[src/pcs_pkg.sv]
// Constants and carrier types for the clock synthesizer control block.
// Assumes a classic Wishbone master and clk_i as the system clock.
package pcs_pkg;

    // Register byte offsets
    localparam logic [7:0] SYNTH_CONTROL_REG_OFS = 8'h00;
    localparam logic [7:0] PERIODIC_IRQ_CTL_REG_OFS = 8'h04;

    // Synth control fields
    localparam int SC_SPEED_BIT = 15;
    localparam int SC_HALVE_BIT = 14;
    localparam int SC_MOD_LSB = 8;
    localparam int SC_MOD_W = 6;
    localparam int SC_RATIO_BIT = 7;
    localparam int SC_LOST_BIT = 4;
    localparam int SC_LOCK_BIT = 3;
    localparam int SC_LOSS_RST_BIT = 2;
    localparam int SC_STOP_SRC_BIT = 1;
    localparam int SC_STOP_OUT_BIT = 0;
    localparam logic [15:0] SC_RESET = 16'h3F00;
    localparam logic [15:0] SC_WR_MASK = 16'hFF87;

    // Periodic control fields
    localparam int PI_LEVEL_LSB = 8;
    localparam int PI_LEVEL_W = 3;
    localparam int PI_VEC_LSB = 0;
    localparam int PI_VEC_W = 8;
    localparam logic [15:0] PI_RESET = 16'h000F;
    localparam logic [15:0] PI_WR_MASK = 16'h07FF;

    // Bus clock dividers
    localparam int BUS_DIV_LO = 8;
    localparam int BUS_DIV_HI = 16;

    // Timing
    localparam int CLK_PERIOD_PS = 5000;
    localparam int LOCK_TIME_NS = 10000;
    localparam int LOCK_CYCLES = (LOCK_TIME_NS * 1000 + CLK_PERIOD_PS - 1) / CLK_PERIOD_PS;
    localparam int PIT_PRESCALE_CYCLES = 2048;

    typedef struct packed {
        logic cyc;
        logic stb;
        logic we;
        logic [7:0] adr;
        logic [3:0] sel;
        logic [31:0] dat;
    } pcs_wb_req_type;

    typedef struct packed {
        logic ack;
        logic [31:0] dat;
    } pcs_wb_rsp_type;

    typedef struct packed {
        logic [2:0] level;
        logic [7:0] vector;
    } pcs_irq_type;

endpackage

[src/pcs_lock_timer.sv]
// Lock acquisition timer for the synthesizer model.
// Assumes restart is a one-cycle pulse in the system clock domain.
`timescale 1ns/1ps
module pcs_lock_timer #(
    parameter int CYCLES = pcs_pkg::LOCK_CYCLES
) (
    input wire logic clk_i,
    input wire logic rst_i,
    input wire logic restart_i,
    output logic locked_o
);
    localparam int CW = $clog2(CYCLES + 1);

    generate
        if (CYCLES < 1) begin : g_chk
            $error("CYCLES must be at least one");
        end
    endgenerate

    logic [CW-1:0] cnt_r;

    // Any restart drops lock and starts a fresh interval
    always_ff @(posedge clk_i) begin
        if (rst_i || restart_i) begin
            cnt_r <= '0;
        end else if (cnt_r != CW'(CYCLES)) begin
            cnt_r <= cnt_r + 1'b1;
        end
    end

    assign locked_o = (cnt_r == CW'(CYCLES));
endmodule // pcs_lock_timer

[src/pcs_clk_div.sv]
// Even clock divider with a run-time choice of two ratios.
// Assumes ratio changes may shorten one output phase.
`timescale 1ns/1ps
module pcs_clk_div #(
    parameter int DIV_LO = pcs_pkg::BUS_DIV_LO,
    parameter int DIV_HI = pcs_pkg::BUS_DIV_HI
) (
    input wire logic clk_i,
    input wire logic rst_i,
    input wire logic sel_hi_i,
    output logic clk_o
);
    localparam int CW = $clog2(DIV_HI);

    generate
        if (DIV_LO < 2 || DIV_LO % 2 != 0 || DIV_HI < DIV_LO || DIV_HI % 2 != 0) begin : g_chk
            $error("Dividers must be even and ordered");
        end
    endgenerate

    logic [CW-1:0] cnt_r;
    logic [CW-1:0] half;
    logic clk_r;

    assign half = sel_hi_i ? CW'(DIV_HI / 2 - 1) : CW'(DIV_LO / 2 - 1);

    always_ff @(posedge clk_i) begin
        if (rst_i) begin
            cnt_r <= '0;
            clk_r <= 1'b0;
        end else if (cnt_r >= half) begin
            cnt_r <= '0;
            clk_r <= ~clk_r;
        end else begin
            cnt_r <= cnt_r + 1'b1;
        end
    end

    assign clk_o = clk_r;
endmodule // pcs_clk_div

[src/pcs_clock_ctl.sv]
// Clock synthesizer control and periodic tick unit, Wishbone slave.
// Assumes clk_i is the system clock; analogue loop is driven via outputs.
//
// Implementation choices: register access over Wishbone and the register offsets.
`timescale 1ns/1ps
module pcs_clock_ctl #(
    parameter int LOCK_CYCLES = pcs_pkg::LOCK_CYCLES,
    parameter int PIT_PRESCALE = pcs_pkg::PIT_PRESCALE_CYCLES
) (
    input wire logic clk_i,
    input wire logic rst_i,
    input wire pcs_pkg::pcs_wb_req_type wb_req_i,
    output pcs_pkg::pcs_wb_rsp_type wb_rsp_o,
    input wire logic clock_mode_select_pin_i,
    input wire logic reference_lost_i,
    input wire logic low_power_halt_instr_i,
    input wire logic [2:0] ext_irq_level_i,
    input wire logic iack_i,
    input wire logic [2:0] iack_level_i,
    output logic pll_enable_o,
    output logic [11:0] sys_mult_o,
    output logic [12:0] vco_mult_o,
    output logic [2:0] fb_prescale_o,
    output logic [5:0] fb_modulus_o,
    output logic halve_bypass_o,
    output logic vco_enable_o,
    output logic limp_mode_o,
    output logic reset_hold_o,
    output logic loss_reset_req_o,
    output logic core_clk_from_vco_o,
    output logic output_clock_pin_en_o,
    output logic peripheral_bus_clock_o,
    output logic [2:0] irq_level_o,
    output logic periodic_tick_o,
    output logic vector_valid_o,
    output logic [7:0] vector_o
);

    generate
        if (PIT_PRESCALE < 2) begin : g_chk
            $error("PIT_PRESCALE must be at least two");
        end
    endgenerate

    ////////////////////////////////////////////////////////////////////////
    // Reset-time clock mode

    logic pll_mode_r;

    // Pin follows while reset is held; last value kept at release
    always_ff @(posedge clk_i) begin
        if (rst_i) begin
            pll_mode_r <= clock_mode_select_pin_i;
        end
    end

    ////////////////////////////////////////////////////////////////////////
    // Register storage

    logic [15:0] synth_control_reg_r;
    logic [15:0] periodic_irq_ctl_reg_r;
    logic ack_r;
    logic [31:0] rdata_r;
    logic bus_req;
    logic wr_en;
    logic hit_sc;
    logic hit_pi;
    logic [15:0] bmask;
    logic [15:0] sc_rd;
    logic [15:0] pi_rd;

    assign bus_req = wb_req_i.cyc && wb_req_i.stb && !ack_r;
    assign wr_en = bus_req && wb_req_i.we;
    assign hit_sc = (wb_req_i.adr == pcs_pkg::SYNTH_CONTROL_REG_OFS);
    assign hit_pi = (wb_req_i.adr == pcs_pkg::PERIODIC_IRQ_CTL_REG_OFS);
    assign bmask = {{8{wb_req_i.sel[1]}}, {8{wb_req_i.sel[0]}}};

    // No privilege check: every access is served
    always_ff @(posedge clk_i) begin
        if (rst_i) begin
            synth_control_reg_r <= pcs_pkg::SC_RESET;
        end else if (wr_en && hit_sc) begin
            synth_control_reg_r <= (synth_control_reg_r & ~(bmask & pcs_pkg::SC_WR_MASK))
                | (wb_req_i.dat[15:0] & bmask & pcs_pkg::SC_WR_MASK);
        end
    end

    always_ff @(posedge clk_i) begin
        if (rst_i) begin
            periodic_irq_ctl_reg_r <= pcs_pkg::PI_RESET;
        end else if (wr_en && hit_pi) begin
            periodic_irq_ctl_reg_r <= (periodic_irq_ctl_reg_r & ~(bmask & pcs_pkg::PI_WR_MASK))
                | (wb_req_i.dat[15:0] & bmask & pcs_pkg::PI_WR_MASK);
        end
    end

    ////////////////////////////////////////////////////////////////////////
    // Field decode

    logic speed_bit;
    logic halve_bit;
    logic [5:0] modulus;
    logic ratio_bit;
    logic loss_reset_sel;
    logic stop_core_src;
    logic stop_out_en;
    logic [2:0] periodic_priority_level;
    logic [7:0] periodic_vector;

    assign speed_bit = synth_control_reg_r[pcs_pkg::SC_SPEED_BIT];
    assign halve_bit = synth_control_reg_r[pcs_pkg::SC_HALVE_BIT];
    assign modulus = synth_control_reg_r[pcs_pkg::SC_MOD_LSB +: pcs_pkg::SC_MOD_W];
    assign ratio_bit = synth_control_reg_r[pcs_pkg::SC_RATIO_BIT];
    assign loss_reset_sel = synth_control_reg_r[pcs_pkg::SC_LOSS_RST_BIT];
    assign stop_core_src = synth_control_reg_r[pcs_pkg::SC_STOP_SRC_BIT];
    assign stop_out_en = synth_control_reg_r[pcs_pkg::SC_STOP_OUT_BIT];
    assign periodic_priority_level = periodic_irq_ctl_reg_r[pcs_pkg::PI_LEVEL_LSB +: pcs_pkg::PI_LEVEL_W];
    assign periodic_vector = periodic_irq_ctl_reg_r[pcs_pkg::PI_VEC_LSB +: pcs_pkg::PI_VEC_W];

    ////////////////////////////////////////////////////////////////////////
    // Effective synthesizer settings

    logic eff_speed;
    logic eff_halve;
    logic [5:0] eff_mod;

    // External mode freezes the loop at reset values
    assign eff_speed = pll_mode_r & speed_bit;
    assign eff_halve = pll_mode_r & halve_bit;
    assign eff_mod = pll_mode_r ? modulus : 6'h3F;

    logic [11:0] sys_mult_nxt;
    logic [12:0] vco_mult_nxt;

    // 4 * (Y+1) * 2^(2W+X), at most 2048
    assign sys_mult_nxt = 12'({6'h00, eff_mod} + 12'h001) << (2 + 2 * eff_speed + eff_halve);
    // Halving stage sits after the VCO, so VCO runs at 2x unless bypassed
    assign vco_mult_nxt = eff_halve ? {1'b0, sys_mult_nxt} : {sys_mult_nxt, 1'b0};

    logic [11:0] sys_mult_r;
    logic [12:0] vco_mult_r;
    logic [2:0] fb_prescale_r;
    logic [5:0] fb_modulus_r;
    logic halve_bypass_r;

    always_ff @(posedge clk_i) begin
        if (rst_i) begin
            sys_mult_r <= 12'h100;
            vco_mult_r <= 13'h0200;
            fb_prescale_r <= 3'h1;
            fb_modulus_r <= 6'h3F;
            halve_bypass_r <= 1'b0;
        end else begin
            sys_mult_r <= sys_mult_nxt;
            vco_mult_r <= vco_mult_nxt;
            // Speed bit moves prescaler tap: divide 1 vs 4
            fb_prescale_r <= eff_speed ? 3'h4 : 3'h1;
            fb_modulus_r <= eff_mod;
            halve_bypass_r <= eff_halve;
        end
    end

    ////////////////////////////////////////////////////////////////////////
    // Lock tracking

    logic ref_lost_r;
    logic speed_q_r;
    logic [5:0] mod_q_r;
    logic relock;
    logic locked;
    logic sc_written_r;

    always_ff @(posedge clk_i) begin
        if (rst_i) begin
            ref_lost_r <= 1'b0;
            speed_q_r <= 1'b0;
            mod_q_r <= 6'h3F;
        end else begin
            ref_lost_r <= reference_lost_i;
            speed_q_r <= eff_speed;
            mod_q_r <= eff_mod;
        end
    end

    // Halving bit is outside the loop and never restarts lock
    assign relock = pll_mode_r && ((speed_q_r != eff_speed) || (mod_q_r != eff_mod)
        || (ref_lost_r != reference_lost_i));

    pcs_lock_timer #(
        .CYCLES(LOCK_CYCLES)
    ) u_lock (
        .clk_i(clk_i),
        .rst_i(rst_i),
        .restart_i(relock),
        .locked_o(locked)
    );

    // Lock is reported from reset; the write marker is not readable and does not gate lock
    always_ff @(posedge clk_i) begin
        if (rst_i) begin
            sc_written_r <= 1'b0;
        end else if (wr_en && hit_sc) begin
            sc_written_r <= 1'b1;
        end
    end

    logic lock_flag;
    logic lost_flag;

    assign lock_flag = !pll_mode_r || (locked && !ref_lost_r);
    assign lost_flag = pll_mode_r && ref_lost_r;

    ////////////////////////////////////////////////////////////////////////
    // Reset hold and loss handling

    logic hold_r;
    logic loss_rst_r;

    // In synthesizer mode the device stays in reset until first lock after release
    always_ff @(posedge clk_i) begin
        if (rst_i) begin
            hold_r <= 1'b1;
        end else if (!pll_mode_r || (locked && !sc_written_r) || locked) begin
            hold_r <= 1'b0;
        end
    end

    // Loss with reset selected asserts a level until reset
    always_ff @(posedge clk_i) begin
        if (rst_i) begin
            loss_rst_r <= 1'b0;
        end else if (lost_flag && loss_reset_sel) begin
            loss_rst_r <= 1'b1;
        end
    end

    ////////////////////////////////////////////////////////////////////////
    // Low-power halt clock steering

    logic core_vco_r;
    logic vco_en_r;
    logic out_en_r;

    always_ff @(posedge clk_i) begin
        if (rst_i) begin
            core_vco_r <= 1'b1;
            vco_en_r <= 1'b0;
            out_en_r <= 1'b1;
        end else begin
            core_vco_r <= !low_power_halt_instr_i || stop_core_src;
            vco_en_r <= pll_mode_r && (!low_power_halt_instr_i || stop_core_src);
            out_en_r <= !low_power_halt_instr_i || stop_out_en;
        end
    end

    ////////////////////////////////////////////////////////////////////////
    // Peripheral bus clock

    pcs_clk_div #(
        .DIV_LO(pcs_pkg::BUS_DIV_LO),
        .DIV_HI(pcs_pkg::BUS_DIV_HI)
    ) u_bus_div (
        .clk_i(clk_i),
        .rst_i(rst_i),
        .sel_hi_i(ratio_bit),
        .clk_o(peripheral_bus_clock_o)
    );

    ////////////////////////////////////////////////////////////////////////
    // Periodic tick unit

    localparam int PW = $clog2(PIT_PRESCALE);

    logic [PW-1:0] pit_cnt_r;
    logic tick;
    logic pend_r;
    logic pit_claim;
    logic vec_valid_r;
    logic [7:0] vec_r;

    // Prescaler keeps running even with the interrupt disabled
    always_ff @(posedge clk_i) begin
        if (rst_i || tick) begin
            pit_cnt_r <= '0;
        end else begin
            pit_cnt_r <= pit_cnt_r + 1'b1;
        end
    end

    assign tick = (pit_cnt_r == PW'(PIT_PRESCALE - 1));
    assign pit_claim = iack_i && pend_r && (iack_level_i == periodic_priority_level);

    // New tick wins over a same-cycle acknowledge
    always_ff @(posedge clk_i) begin
        if (rst_i) begin
            pend_r <= 1'b0;
        end else if (tick && periodic_priority_level != 3'h0) begin
            pend_r <= 1'b1;
        end else if (pit_claim || periodic_priority_level == 3'h0) begin
            pend_r <= 1'b0;
        end
    end

    // Timer claims acknowledge ahead of an equal external level
    always_ff @(posedge clk_i) begin
        if (rst_i) begin
            vec_valid_r <= 1'b0;
            vec_r <= 8'h00;
        end else begin
            vec_valid_r <= pit_claim;
            vec_r <= pit_claim ? periodic_vector : 8'h00;
        end
    end

    logic [2:0] pit_level;

    assign pit_level = pend_r ? periodic_priority_level : 3'h0;

    ////////////////////////////////////////////////////////////////////////
    // Read path and acknowledge

    assign sc_rd = {synth_control_reg_r[15:7], 2'b00, lost_flag, lock_flag,
        synth_control_reg_r[2:0]};
    assign pi_rd = periodic_irq_ctl_reg_r & pcs_pkg::PI_WR_MASK;

    // One-cycle ack; unmapped addresses read zero and drop writes
    always_ff @(posedge clk_i) begin
        if (rst_i) begin
            ack_r <= 1'b0;
            rdata_r <= 32'h0000_0000;
        end else begin
            ack_r <= bus_req;
            if (bus_req) begin
                rdata_r <= hit_sc ? {16'h0000, sc_rd} : hit_pi ? {16'h0000, pi_rd} : 32'h0000_0000;
            end
        end
    end

    ////////////////////////////////////////////////////////////////////////
    // Outputs

    assign wb_rsp_o.ack = ack_r;
    assign wb_rsp_o.dat = rdata_r;
    assign pll_enable_o = pll_mode_r;
    assign sys_mult_o = sys_mult_r;
    assign vco_mult_o = vco_mult_r;
    assign fb_prescale_o = fb_prescale_r;
    assign fb_modulus_o = fb_modulus_r;
    assign halve_bypass_o = halve_bypass_r;
    assign vco_enable_o = vco_en_r;
    assign limp_mode_o = lost_flag && !loss_reset_sel;
    assign reset_hold_o = hold_r;
    assign loss_reset_req_o = loss_rst_r;
    assign core_clk_from_vco_o = core_vco_r;
    assign output_clock_pin_en_o = out_en_r;
    assign irq_level_o = (pit_level >= ext_irq_level_i) ? pit_level : ext_irq_level_i;
    assign periodic_tick_o = tick;
    assign vector_valid_o = vec_valid_r;
    assign vector_o = vec_r;

endmodule // pcs_clock_ctl

[config.mk]
export PLATFORM = sky130hd
export DESIGN_NAME = pcs_clock_ctl
export DESIGN_NICKNAME = d
export VERILOG_FILES = /design/src/pcs_pkg.sv /design/src/pcs_lock_timer.sv /design/src/pcs_clk_div.sv /design/src/pcs_clock_ctl.sv
export SDC_FILE = /design/constraint.sdc
export NUM_CORES = 1
export LEC_CHECK = 0
export BUFFER_PORTS_ARGS = -buffer_cell sky130_fd_sc_hd__buf_2
export CAP_MARGIN = 20
export CELL_PAD_IN_SITES_DETAIL_PLACEMENT = 0
export CELL_PAD_IN_SITES_GLOBAL_PLACEMENT = 2
export CORE_UTILIZATION = 27
export DETAILED_ROUTE_END_ITERATION = 10
export GPL_ROUTABILITY_DRIVEN = 0
export PLACE_DENSITY = 0.73
export SETUP_SLACK_MARGIN = 0.2
export SYNTH_ARGS = -nofsm -noshare
export SYNTH_HDL_FRONTEND = slang
export SYNTH_SLANG_ARGS = --single-unit
[constraint.sdc]
create_clock -name clk_i -period 1.7 [get_ports clk_i]
set_input_delay 0.17 -clock clk_i [delete_from_list [all_inputs] [get_ports clk_i]]
set_output_delay 0.17 -clock clk_i [all_outputs]
set_load 0.02 [all_outputs]
After elaboration in Yosys (flattened, before gate mapping):

Cells that the tools add are included.

* shifts and indexed selects: 1
* bitwise operators: 12
* $lt $le $gt $ge: 2
* reduce and logical (&&, ||, !) cells: 39
* eq/ne operators: 8
* mux-type cells: 10
* add/sub/neg operators: 6

Operators by type and width (number)
* $and A16 B16 Y16: 3
* $add A11 B1 Y11 const B: 2
* $eq A11 B11 Y1 const B: 2
* $mux W16: 1
* $not A11 Y16: 1
* $not A16 Y16: 1
* $or A16 B11 Y16: 1
* $or A16 B16 Y16: 1
* $logic_and A1 B1 Y1: 15
* $mux W12: 1
* $mux W3: 4
* $shl A7 B4 Y12: 1
* $mux W11: 1
* $ne A11 B11 Y1 const B: 1
* $logic_or A1 B1 Y1: 10
* $eq A8 B3 Y1 const B: 1
* $logic_not A8 Y1: 1
* $reduce_or A2 Y1: 4
* $add A6 B1 Y7 const B: 1
* $logic_not A1 Y1: 6
* $mux W6: 1
* $ne A6 B6 Y1: 1
* $add A3 B1 Y4: 1
* $add A4 B1 Y4 const B: 1
* other kinds (11): 16

* input bits: 59
* logic and storage cells: 105
* output and inout bits: 89
* flip-flop bits (word level): 146

Depth between registers and ports, before layout:

Gate-level depths: netlist (run 1).

* word-level depth: 6
* depth in mapped cells: 6

Hierarchy:

From an unflattened synthesis (run 1), not the netlist that was laid out.

* cell total of the unflattened synthesis: 541
* area, all modules: 4998.5 µm²

Modules (own cells, without submodules)
* pcs_clock_ctl: times used 1, sequential area each 2052.0 µm², area each 4239.1 µm², cells each 459
* pcs_lock_timer: times used 1, sequential area each 220.2 µm², area each 556.8 µm², cells each 62
* pcs_clk_div: times used 1, sequential area each 100.1 µm², area each 202.7 µm², cells each 20

Worst setup path after synthesis (run 1):

OpenSTA, ideal clock, no wires.

* path kind: reg2reg
* start point: reg pll_mode_r (netlist: pll_enable_o)
* end point: reg u_lock.cnt_r[0]
* buffers on the path: 1
* setup time: 65 ps
* arrival: 1748 ps
* cell stages (with the launch flop): 6
* slack: -113 ps
* clock period less this slack: 1813 ps
* path through: edfxtp_1 > or3b_2 > a2111oi_0 > a32oi_1 > clkbuf_1 > nor2_1

* word-level cells in the longest chain between the ends: 6
* elaborated cells on any way between the ends: 8
* those cells by class: eq/ne (2); mux (1); bitwise (1); reduce/logical (4)

RTL lines
* from (decl): RTL line pcs_clock_ctl.sv:48 `logic pll_mode_r;`
* from (signal assigned): RTL line pcs_clock_ctl.sv:53 `pll_mode_r <= clock_mode_select_pin_i;`
* $mux W6 / $and A1 B1 Y1 (equally long branches): RTL line pcs_clock_ctl.sv:130, pcs_clock_ctl.sv:128
* $ne A6 B6 Y1 / $ne A1 B1 Y1 (equally long branches): RTL line pcs_clock_ctl.sv:186 `assign relock = pll_mode_r && ((speed_q_r != eff_speed) || (mod_q_r != eff_mod)`
* $logic_or A1 B1 Y1: RTL line pcs_clock_ctl.sv:186
* $logic_or A1 B1 Y1: RTL line pcs_clock_ctl.sv:187 `|| (ref_lost_r != reference_lost_i));`
* $logic_and A1 B1 Y1 (*): RTL line pcs_clock_ctl.sv:186
* $logic_or A1 B1 Y1 (*): RTL line pcs_lock_timer.sv:24 `if (rst_i || restart_i) begin`
* to (signal assigned): RTL line pcs_lock_timer.sv:27 `cnt_r <= cnt_r + 1'b1;`
* to (decl): RTL line pcs_lock_timer.sv:20 `logic [CW-1:0] cnt_r;`

Every way passes the cells marked *; elsewhere a longest branch is shown, timed or not.
A chain may end at the register's enable or synchronous reset.

Worst setup path in the final report (run 1):

* start point: reg pend_r
* end point: out irq_level_o[2]

* word-level cells in the longest chain between the ends: 3

RTL lines
* from (decl): RTL line pcs_clock_ctl.sv:276 `logic pend_r;`
* from (signal assigned): RTL line pcs_clock_ctl.sv:296 `pend_r <= 1'b0;`
* from (signal assigned): RTL line pcs_clock_ctl.sv:298 `pend_r <= 1'b1;`
* from (signal assigned): RTL line pcs_clock_ctl.sv:300 `pend_r <= 1'b0;`
* $mux W3 (*): RTL line pcs_clock_ctl.sv:317 `assign pit_level = pend_r ? periodic_priority_level : 3'h0;`
* $ge A3 B3 Y1: RTL line pcs_clock_ctl.sv:356 `assign irq_level_o = (pit_level >= ext_irq_level_i) ? pit_level : ext_irq_level_i;`
* $mux W3 (*): RTL line pcs_clock_ctl.sv:356
* to (decl): RTL line pcs_clock_ctl.sv:33 `output logic [2:0] irq_level_o,`

Marks and branches as above.

==> results of run 1 <==
## layout by cell type (no fill, tap or decap), drive strengths merged, types with 5 or more instances in the layout
cell type and count:
ha 8, nand4 5, o21ai 13, buf 183, mux2 7, a211oi 6
and2 12, xnor2 19, nor4 9, nand2b 10, nor3 13, dlygate4sd3 15
dfxtp 117, a21oi 12, xor2 13, clkbuf 18, conb 23, nor2 77
a22oi 14, inv 15, clkinv 7, nand2 42, nand3 12, mux2i 22
## area by class of cell
type | count | area share
Clock buffer | 18 | 0.0593
Inverter | 16 | 0.00881
Timing Repair Buffer | 198 | 0.181
Tap cell | 229 | 0.0396
Sequential cell | 118 | 0.331
Multi-Input combinational cell | 368 | 0.358
Clock inverter | 13 | 0.0219
## metrics by stage
stage | power [W] | cell area, um^2 | setup TNS, ps | cells
after global placement | 0.00335 | 5980 | -243 | 890
final | 0.00700 | 7240 | -1310 | 960
after detailed placement | 0.00337 | 5980 | -331 | 890
after CTS | 0.00703 | 6980 | -1310 | 947
after floorplan | 0.00323 | 5090 | 0 | 551
after global routing | 0.00726 | 7240 | -1530 | 960
## metal layers
metal,track usage,share of wire,wire [um],up-vias
met5,0,0,0,-
met4,0.0519,0.0099,139,0
met3,0.0381,0.056,781,10
met2,0.246,0.49,6790,128
met1,0.195,0.45,6270,2057
li1,-,-,-,2154
## power by group through the flow
stage,logic (W),registers [W],clock network (W)
global placement,0.000429,0.00292,0
global route,0.000610,0.00288,0.00377
CTS,0.000511,0.00287,0.00365
finish,0.000560,0.00287,0.00356
detailed placement,0.000442,0.00293,0
floorplan,0.000278,0.00295,0
## final timing paths
kind / from / end / slack (ps) / cells past startpoint
min: wb_req_i[15] / flip-flop / 20 / 3
max reg2reg: flip-flop / vector_o[1]$_SDFF_PP0_ / 50 / 6
min reg2reg: u_bus_div.cnt_r[0]$_SDFF_PP0_ / u_bus_div.cnt_r[0]$_SDFF_PP0_ / 460 / 1
max: pend_r$_SDFFE_PP0P_ / irq_level_o[2] / -460 / 6
## cell usage after synthesis (2+ instances only)
cell / instances
sky130_fd_sc_hd__buf_4: 19
sky130_fd_sc_hd__o211ai_1: 4
sky130_fd_sc_hd__nor2b_1: 3
sky130_fd_sc_hd__nor4_1: 8
sky130_fd_sc_hd__a2111oi_0: 3
sky130_fd_sc_hd__a31oi_1: 3
sky130_fd_sc_hd__a21o_1: 3
sky130_fd_sc_hd__o31ai_1: 2
sky130_fd_sc_hd__xnor2_1: 19
sky130_fd_sc_hd__mux2i_1: 22
sky130_fd_sc_hd__o21ai_0: 13
sky130_fd_sc_hd__nand3_1: 12
sky130_fd_sc_hd__nor2_1: 77
sky130_fd_sc_hd__nand3b_1: 4
sky130_fd_sc_hd__or3b_2: 2
sky130_fd_sc_hd__o221ai_1: 2
sky130_fd_sc_hd__and3b_1: 2
sky130_fd_sc_hd__dfxtp_1: 117
sky130_fd_sc_hd__a211o_1: 2
sky130_fd_sc_hd__ha_1: 8
sky130_fd_sc_hd__a211oi_1: 6
sky130_fd_sc_hd__and2_1: 12
sky130_fd_sc_hd__a21oi_1: 12
sky130_fd_sc_hd__or4_1: 3
sky130_fd_sc_hd__a32oi_1: 3
sky130_fd_sc_hd__and3_1: 3
sky130_fd_sc_hd__nand2b_1: 10
sky130_fd_sc_hd__clkbuf_8: 4
sky130_fd_sc_hd__a22oi_1: 14
sky130_fd_sc_hd__mux2_2: 7
sky130_fd_sc_hd__nand4_1: 5
sky130_fd_sc_hd__inv_1: 16
sky130_fd_sc_hd__clkbuf_1: 23
sky130_fd_sc_hd__xor2_1: 13
sky130_fd_sc_hd__nor3_1: 12
sky130_fd_sc_hd__nand2_1: 42
## cell families (layout without fill, tap and decap cells)
| logic type | Yosys count | after routing | synth area share |
|---|---|---|---|
| XOR/XNOR | 32 | 32 | 0.0569 |
| AO/OA/AOI/OAI | 74 | 74 | 0.105 |
| flip-flops | 118 | 118 | 0.482 |
| AND/OR/NAND/NOR | 202 | 202 | 0.200 |
| buffers and inverters | 65 | 245 | 0.0739 |
| multiplexers | 29 | 29 | 0.0607 |
| adder cells (fa/ha/maj) | 8 | 8 | 0.0203 |
| other | 1 | 23 | 0.000762 |
## worst max-delay path, stage by stage (launching register included)
cell and delay (ps):
sky130_fd_sc_hd__dfxtp_2 330, sky130_fd_sc_hd__buf_4 140, sky130_fd_sc_hd__and2_1 140, sky130_fd_sc_hd__ha_1 270, sky130_fd_sc_hd__a21o_1 250, sky130_fd_sc_hd__mux2_4 320
sky130_fd_sc_hd__buf_6 130
## what timing repair did
item,4_1_cts,5_1_grt
hold endpoints to repair,17,0
cloned,2,1
pin swaps,15,15
hold buffers,15,0
buffers inserted,9,12
gates resized for setup,55,50
setup endpoints to repair,56,62
==> summary.md, run 1 <==
The tree is rooted in a sky130_fd_sc_hd__clkbuf_16. In this run the number of H-tree levels came out at 4. The maximum clock path buffer count was 2.

The tools report the part of the total power dissipated in sequential elements as 0.410. Top cell type by total area after synthesis: sky130_fd_sc_hd__dfxtp_1. The run gives 14.0 mm as the final wirelength. Pin placement for this block handled 148 I/O pins. The number of synthesis warnings is 0, and the HPWL after detailed placement is 9.80 mm.

For the number of distinct library cell variants in the gate-level netlist after synthesis, the log shows 55. The net count of the finished layout is 786. Measured along the y axis, the die boundary spans 137 um. The flow ran to the end, but the final reports show violations.

Yosys attributes the largest share of cell area to sky130_fd_sc_hd__dfxtp_1, sky130_fd_sc_hd__nor2_1, sky130_fd_sc_hd__mux2i_1. The max-cap check violation count came out at 0. The die covers 0.0188 mm^2. After synthesis the netlist holds a flip-flop and latch count of 118.

The type of destination of the critical path is an output pin. The shortest period the worst path allows was 2160 ps. The final period utilization was 1.27; the area occupied by registers was 0.00240 mm^2. At the worst endpoint, the arrival time is 1990 ps. The run gives 118 as the CTS sink count.

Tightest slew margin relative to the limit: 0.671. The worst min-delay path class is primary input to flip-flop. The switching part of the total power works out to 0.234. The total area inside the core boundary comes to 0.0179 mm^2.

The maximum fanout encountered on the critical timing path was 3; the number of global-route vias before repair was 4056. The clock network fraction of design power is 0.509. The area growth from synthesis to layout is 47.1%. STA puts the critical path data required time at 1530 ps. Using the TritonRoute via totals, the vias-per-cell ratio works out to 4.53. The logs give 410 ps for the clock latency on the worst-skew pair and 1799 for the number of fill cells.

Entering global routing, the biggest net connects 31 pins. For the count of unresolved DRC violations after routing, the log shows 0. For the number of instances in the synthesized netlist, the log shows 529. Buffers inserted during clock tree synthesis total 17. The final number of hold-violating endpoints is 0. The worst setup path is launched from a flip-flop. The share of total power in combinational logic is 0.080. The slew at the pin closest to its max-slew limit came out at 489 ps. The final-layout worst hold slack was 15.3 ps; the starting DRC count in detailed routing was 324. Fmax: 462 MHz. The design internal power is 0.00536 W, and the worst vdd rail ir drop is 0.000741 V. After clock tree synthesis, the clock-pin slew on the worst setup and hold paths is 60 ps.

The run gives 0 as the initial antenna violation count. The checks that failed: negative setup slack. The average cell area after synthesis was 9.31 um^2. Area share of the largest cell type after synthesis: 0.476. The run gives 3.22 nW as the leakage power summed over all cells. The number of flops mapped to enable cells by yosys is 1, and the total congestion overflow after global routing is 0. The proportion of layout cells with a drive suffix above 1 is 0.405.

For this design the total switching power over the nets is 0.00164 W. The clock arrives with 8.98 ps of skew. The run gives 0.00492 mm^2 as the summed instance area of the synthesized netlist.

The run gives 0 as the final count of pins violating max slew. The first detailed-routing pass took 4 iterations. The floorplan step set the die width to 137 um. The number of antenna diodes in the final layout is 0. Setup violations remaining at the end of the flow were counted as 3. TritonCTS built the clock tree. The fraction of registers with async set or reset after synthesis is 0, and the average wire length per cell after detail routing is 14.6 um. After floorplanning, the core was divided into 49 placement rows. The via count was 4349; the power per cell area was 966 mW/mm^2. The portion of the post-synthesis area used by sequential elements was 0.482; the worst setup margin was -465 ps. Most frequently used flop master after synthesis: sky130_fd_sc_hd__dfxtp_1. The kind of critical path is flip-flop to output pin. The combined global-route utilization of all metal layers came out at 0.152.

For the post-layout utilization of the core, the log shows 0.404. In this run the remaining antenna-violating nets after routing total 0. The placement-stage worst setup slack is -80.9 ps, and the initial standard-cell utilization of the core is 0.275. The first global-routing pass estimated 21.4 mm of wire.

The number of port buffers is 112. Setup repair after global routing could not meet its margin everywhere. In the final layout, the multi-input gates occupy 0.00259 mm^2.
Power figures use the tool's default switching activity.
==> run 2: changes to the inputs <==
--- a/config.mk
+++ b/config.mk
@@ -9,6 +9,7 @@
 export CAP_MARGIN = 20
 export CELL_PAD_IN_SITES_DETAIL_PLACEMENT = 0
 export CELL_PAD_IN_SITES_GLOBAL_PLACEMENT = 2
+export CORE_MARGIN = 1.5
 export CORE_UTILIZATION = 27
 export DETAILED_ROUTE_END_ITERATION = 10
 export GPL_ROUTABILITY_DRIVEN = 0
==> run 2 against run 1 <==
The flow still finishes with violations (negative setup slack). First-iteration DRC count fell by 28%. Largest power group unchanged. Clock skew rose by 6.1 ps. Final cell count rose by 0.63%. Core utilization rose by 0.73 points. Routed wire length rose by 2.1%. Hold slack barely moved.
==> summary.md, run 2 (synthesis gave the netlist of run 1 again) <==
Setup violations remaining at the end of the flow were counted as 3. The logs give 0 for the count of unresolved DRC violations after routing and 0 for the remaining number of nets flagged by the antenna check after routing. The run finished, with violations left. Die span in y: 138 um. TritonCTS built the clock tree. Derived from the worst setup path, the maximum achievable clock frequency is 462 MHz.

The checks that failed: negative setup slack. The number of nets in the finished design came out at 792. The run gives 420 ps as the clock latency on the worst-skew pair.

The tools report the final count of pins violating max slew as 0. The number of placed instances, taps included, is 891. The clock edge transition at the registers on the reported setup and hold paths was 60 ps; the HPWL after detailed placement was 9.90 mm. The routed layout has 4311 vias. The detailed router finished its first iteration with 234 violations.

The critical path is of the flip-flop to output pin type. The final period utilization came out at 1.27. Entering global routing, the biggest net connects 33 pins. The hold-critical path depth is 3, and the post-layout utilization of the core is 0.412. In the layout the commonest cells are sky130_fd_sc_hd__buf_2, sky130_fd_sc_hd__dfxtp_1, sky130_fd_sc_hd__nor2_1. The logs give 4 for the maximum level of the CTS H-tree and 148 for the total I/O pin count. The number of vias per cell was 4.46; the worst vdd rail ir drop was 0.000694 V. The first TritonRoute pass finished after 4 iterations. Of all nets on the critical path, the largest fanout is 3. For the final number of hold-violating endpoints, the log shows 0. The critical path arrival is 1990 ps. 0 antenna diodes ended up in the layout. The floorplan step defined a core boundary enclosing 0.0179 mm^2. The combined global-route utilization of all metal layers is 0.147. The worst min-delay path class is primary input to flip-flop. The maximum clock path buffer count was 2; the initial standard-cell utilization of the core was 0.275.

In this run the tool buffered the top-level ports with 112 buffer cells. The worst setup margin was -464 ps; the required time of the critical path was 1530 ps. The final wirelength was 14.3 mm; the shortest period the worst path allows was 2160 ps. The total congestion overflow after global routing is 0, and the average wire length per cell after detail routing is 14.8 um. The floorplan has 49 rows.

For the number of global-route vias before repair, the log shows 4201. Wire length of the first global-routing pass: 22.0 mm. The layout overhead on the synthesized area works out to 49.7%. The CTS sink count was 118; the post-route non-filler standard cell count was 966. The die covers 0.0191 mm^2. The power per cell area is 957 mW/mm^2. The die width came out at 138 um.

Max-cap violations in this run came to 0. The cell sitting at the root of the clock tree is a sky130_fd_sc_hd__clkbuf_16. Measured in cells, the most critical reg-to-reg path has a length of 5. The worst setup path is launched from a flip-flop. The worst setup path is captured at an output pin. The proportion of layout cells with a drive suffix above 1 came out at 0.408. The leakage power summed over all cells was 3.28 nW.

Leading cell type in the layout, fill and taps excluded: sky130_fd_sc_hd__buf_2. The post-route clock skew is 15.1 ps, and the number of clock buffers inserted by TritonCTS is 17. Setup repair after global routing could not meet its margin everywhere. The run gives 0 as the initial antenna violation count.
[run 2: cell types whose count changed in the layout (fill, tap and decap cells not counted), sizes merged]
cell	change
buf	+6
clkbuf	+3
inv	+1
clkinv	-3
bufinv	-1
[run 2: final cells by class]
class                           count  area [um^2]
Fill cell                        1819        10500
Clock buffer                       21          482
Clock inverter                     10          121
Multi-Input combinational cell    368         2600
Tap cell                          229          287
Timing Repair Buffer              204         1420
Inverter                           16         60.1
Sequential cell                   118         2400
[run 2: path summary, 6_finish.rpt]
| path | from | end | slack [ps] |
|---|---|---|---|
| max reg2reg | pll_enable_o$_DFFE_PP_ | u_lock.cnt_r[2]$_SDFFE_PP0P_ | 20 |
| max | pend_r$_SDFFE_PP0P_ | irq_level_o[1] | -460 |
| min reg2reg | u_bus_div.cnt_r[0]$_SDFF_PP0_ | u_bus_div.cnt_r[0]$_SDFF_PP0_ | 450 |
| min | wb_req_i[1] | flip-flop | 20 |
[run 2: through the flow]
step / power, W / worst slack [ps] / TNS [ps] / area [um^2] / hold WS [ps]
2_1_floorplan: 0.00323 / 43.4 / 0 / 5090 / 253
3_3_place_gp: 0.00335 / -72.5 / -250 / 6000 / 382
3_5_place_dp: 0.00337 / -97.7 / -380 / 6000 / 382
4_1_cts: 0.00708 / -488 / -1410 / 7060 / 1.85
5_1_grt: 0.00732 / -530 / -1880 / 7370 / 15.3
6_report: 0.00705 / -464 / -1320 / 7370 / 15.1
[run 2: repair_timing]
action / in CTS / in global routing
endpoints found under the setup margin: 67 / 71
pin swaps: 9 / 17
hold buffers: 15 / 0
gates cloned: 1 / 2
buffers inserted: 15 / 11
gates resized for setup: 57 / 59
endpoints found under the hold margin: 17 / 0
[run 2: metal layers]
| metal | GRT usage | wire [um] | vias to the layer above |
|---|---|---|---|
| li1 | - | - | 2177 |
| met1 | 0.186 | 6580 | 2018 |
| met2 | 0.235 | 6800 | 105 |
| met3 | 0.0478 | 755 | 11 |
| met4 | 0.0482 | 133 | 0 |
| met5 | 0 | 0 | - |
[run 2: worst max-delay path, stage by stage (launching register included)]
cell	delay [ps]
sky130_fd_sc_hd__dfxtp_2	360
sky130_fd_sc_hd__nand2_4	70
sky130_fd_sc_hd__ha_4	210
sky130_fd_sc_hd__nand2b_4	130
sky130_fd_sc_hd__a21o_1	150
sky130_fd_sc_hd__a21o_1	210
sky130_fd_sc_hd__mux2_4	320
sky130_fd_sc_hd__buf_6	130
[run 2: power by group]
group	total, W	switching [W]	internal, W
logic	0.000564	0.000315	0.000249
registers	0.00287	0.0000400	0.00283
clock network	0.00362	0.00131	0.00232
total	0.00705	0.00166	0.00539
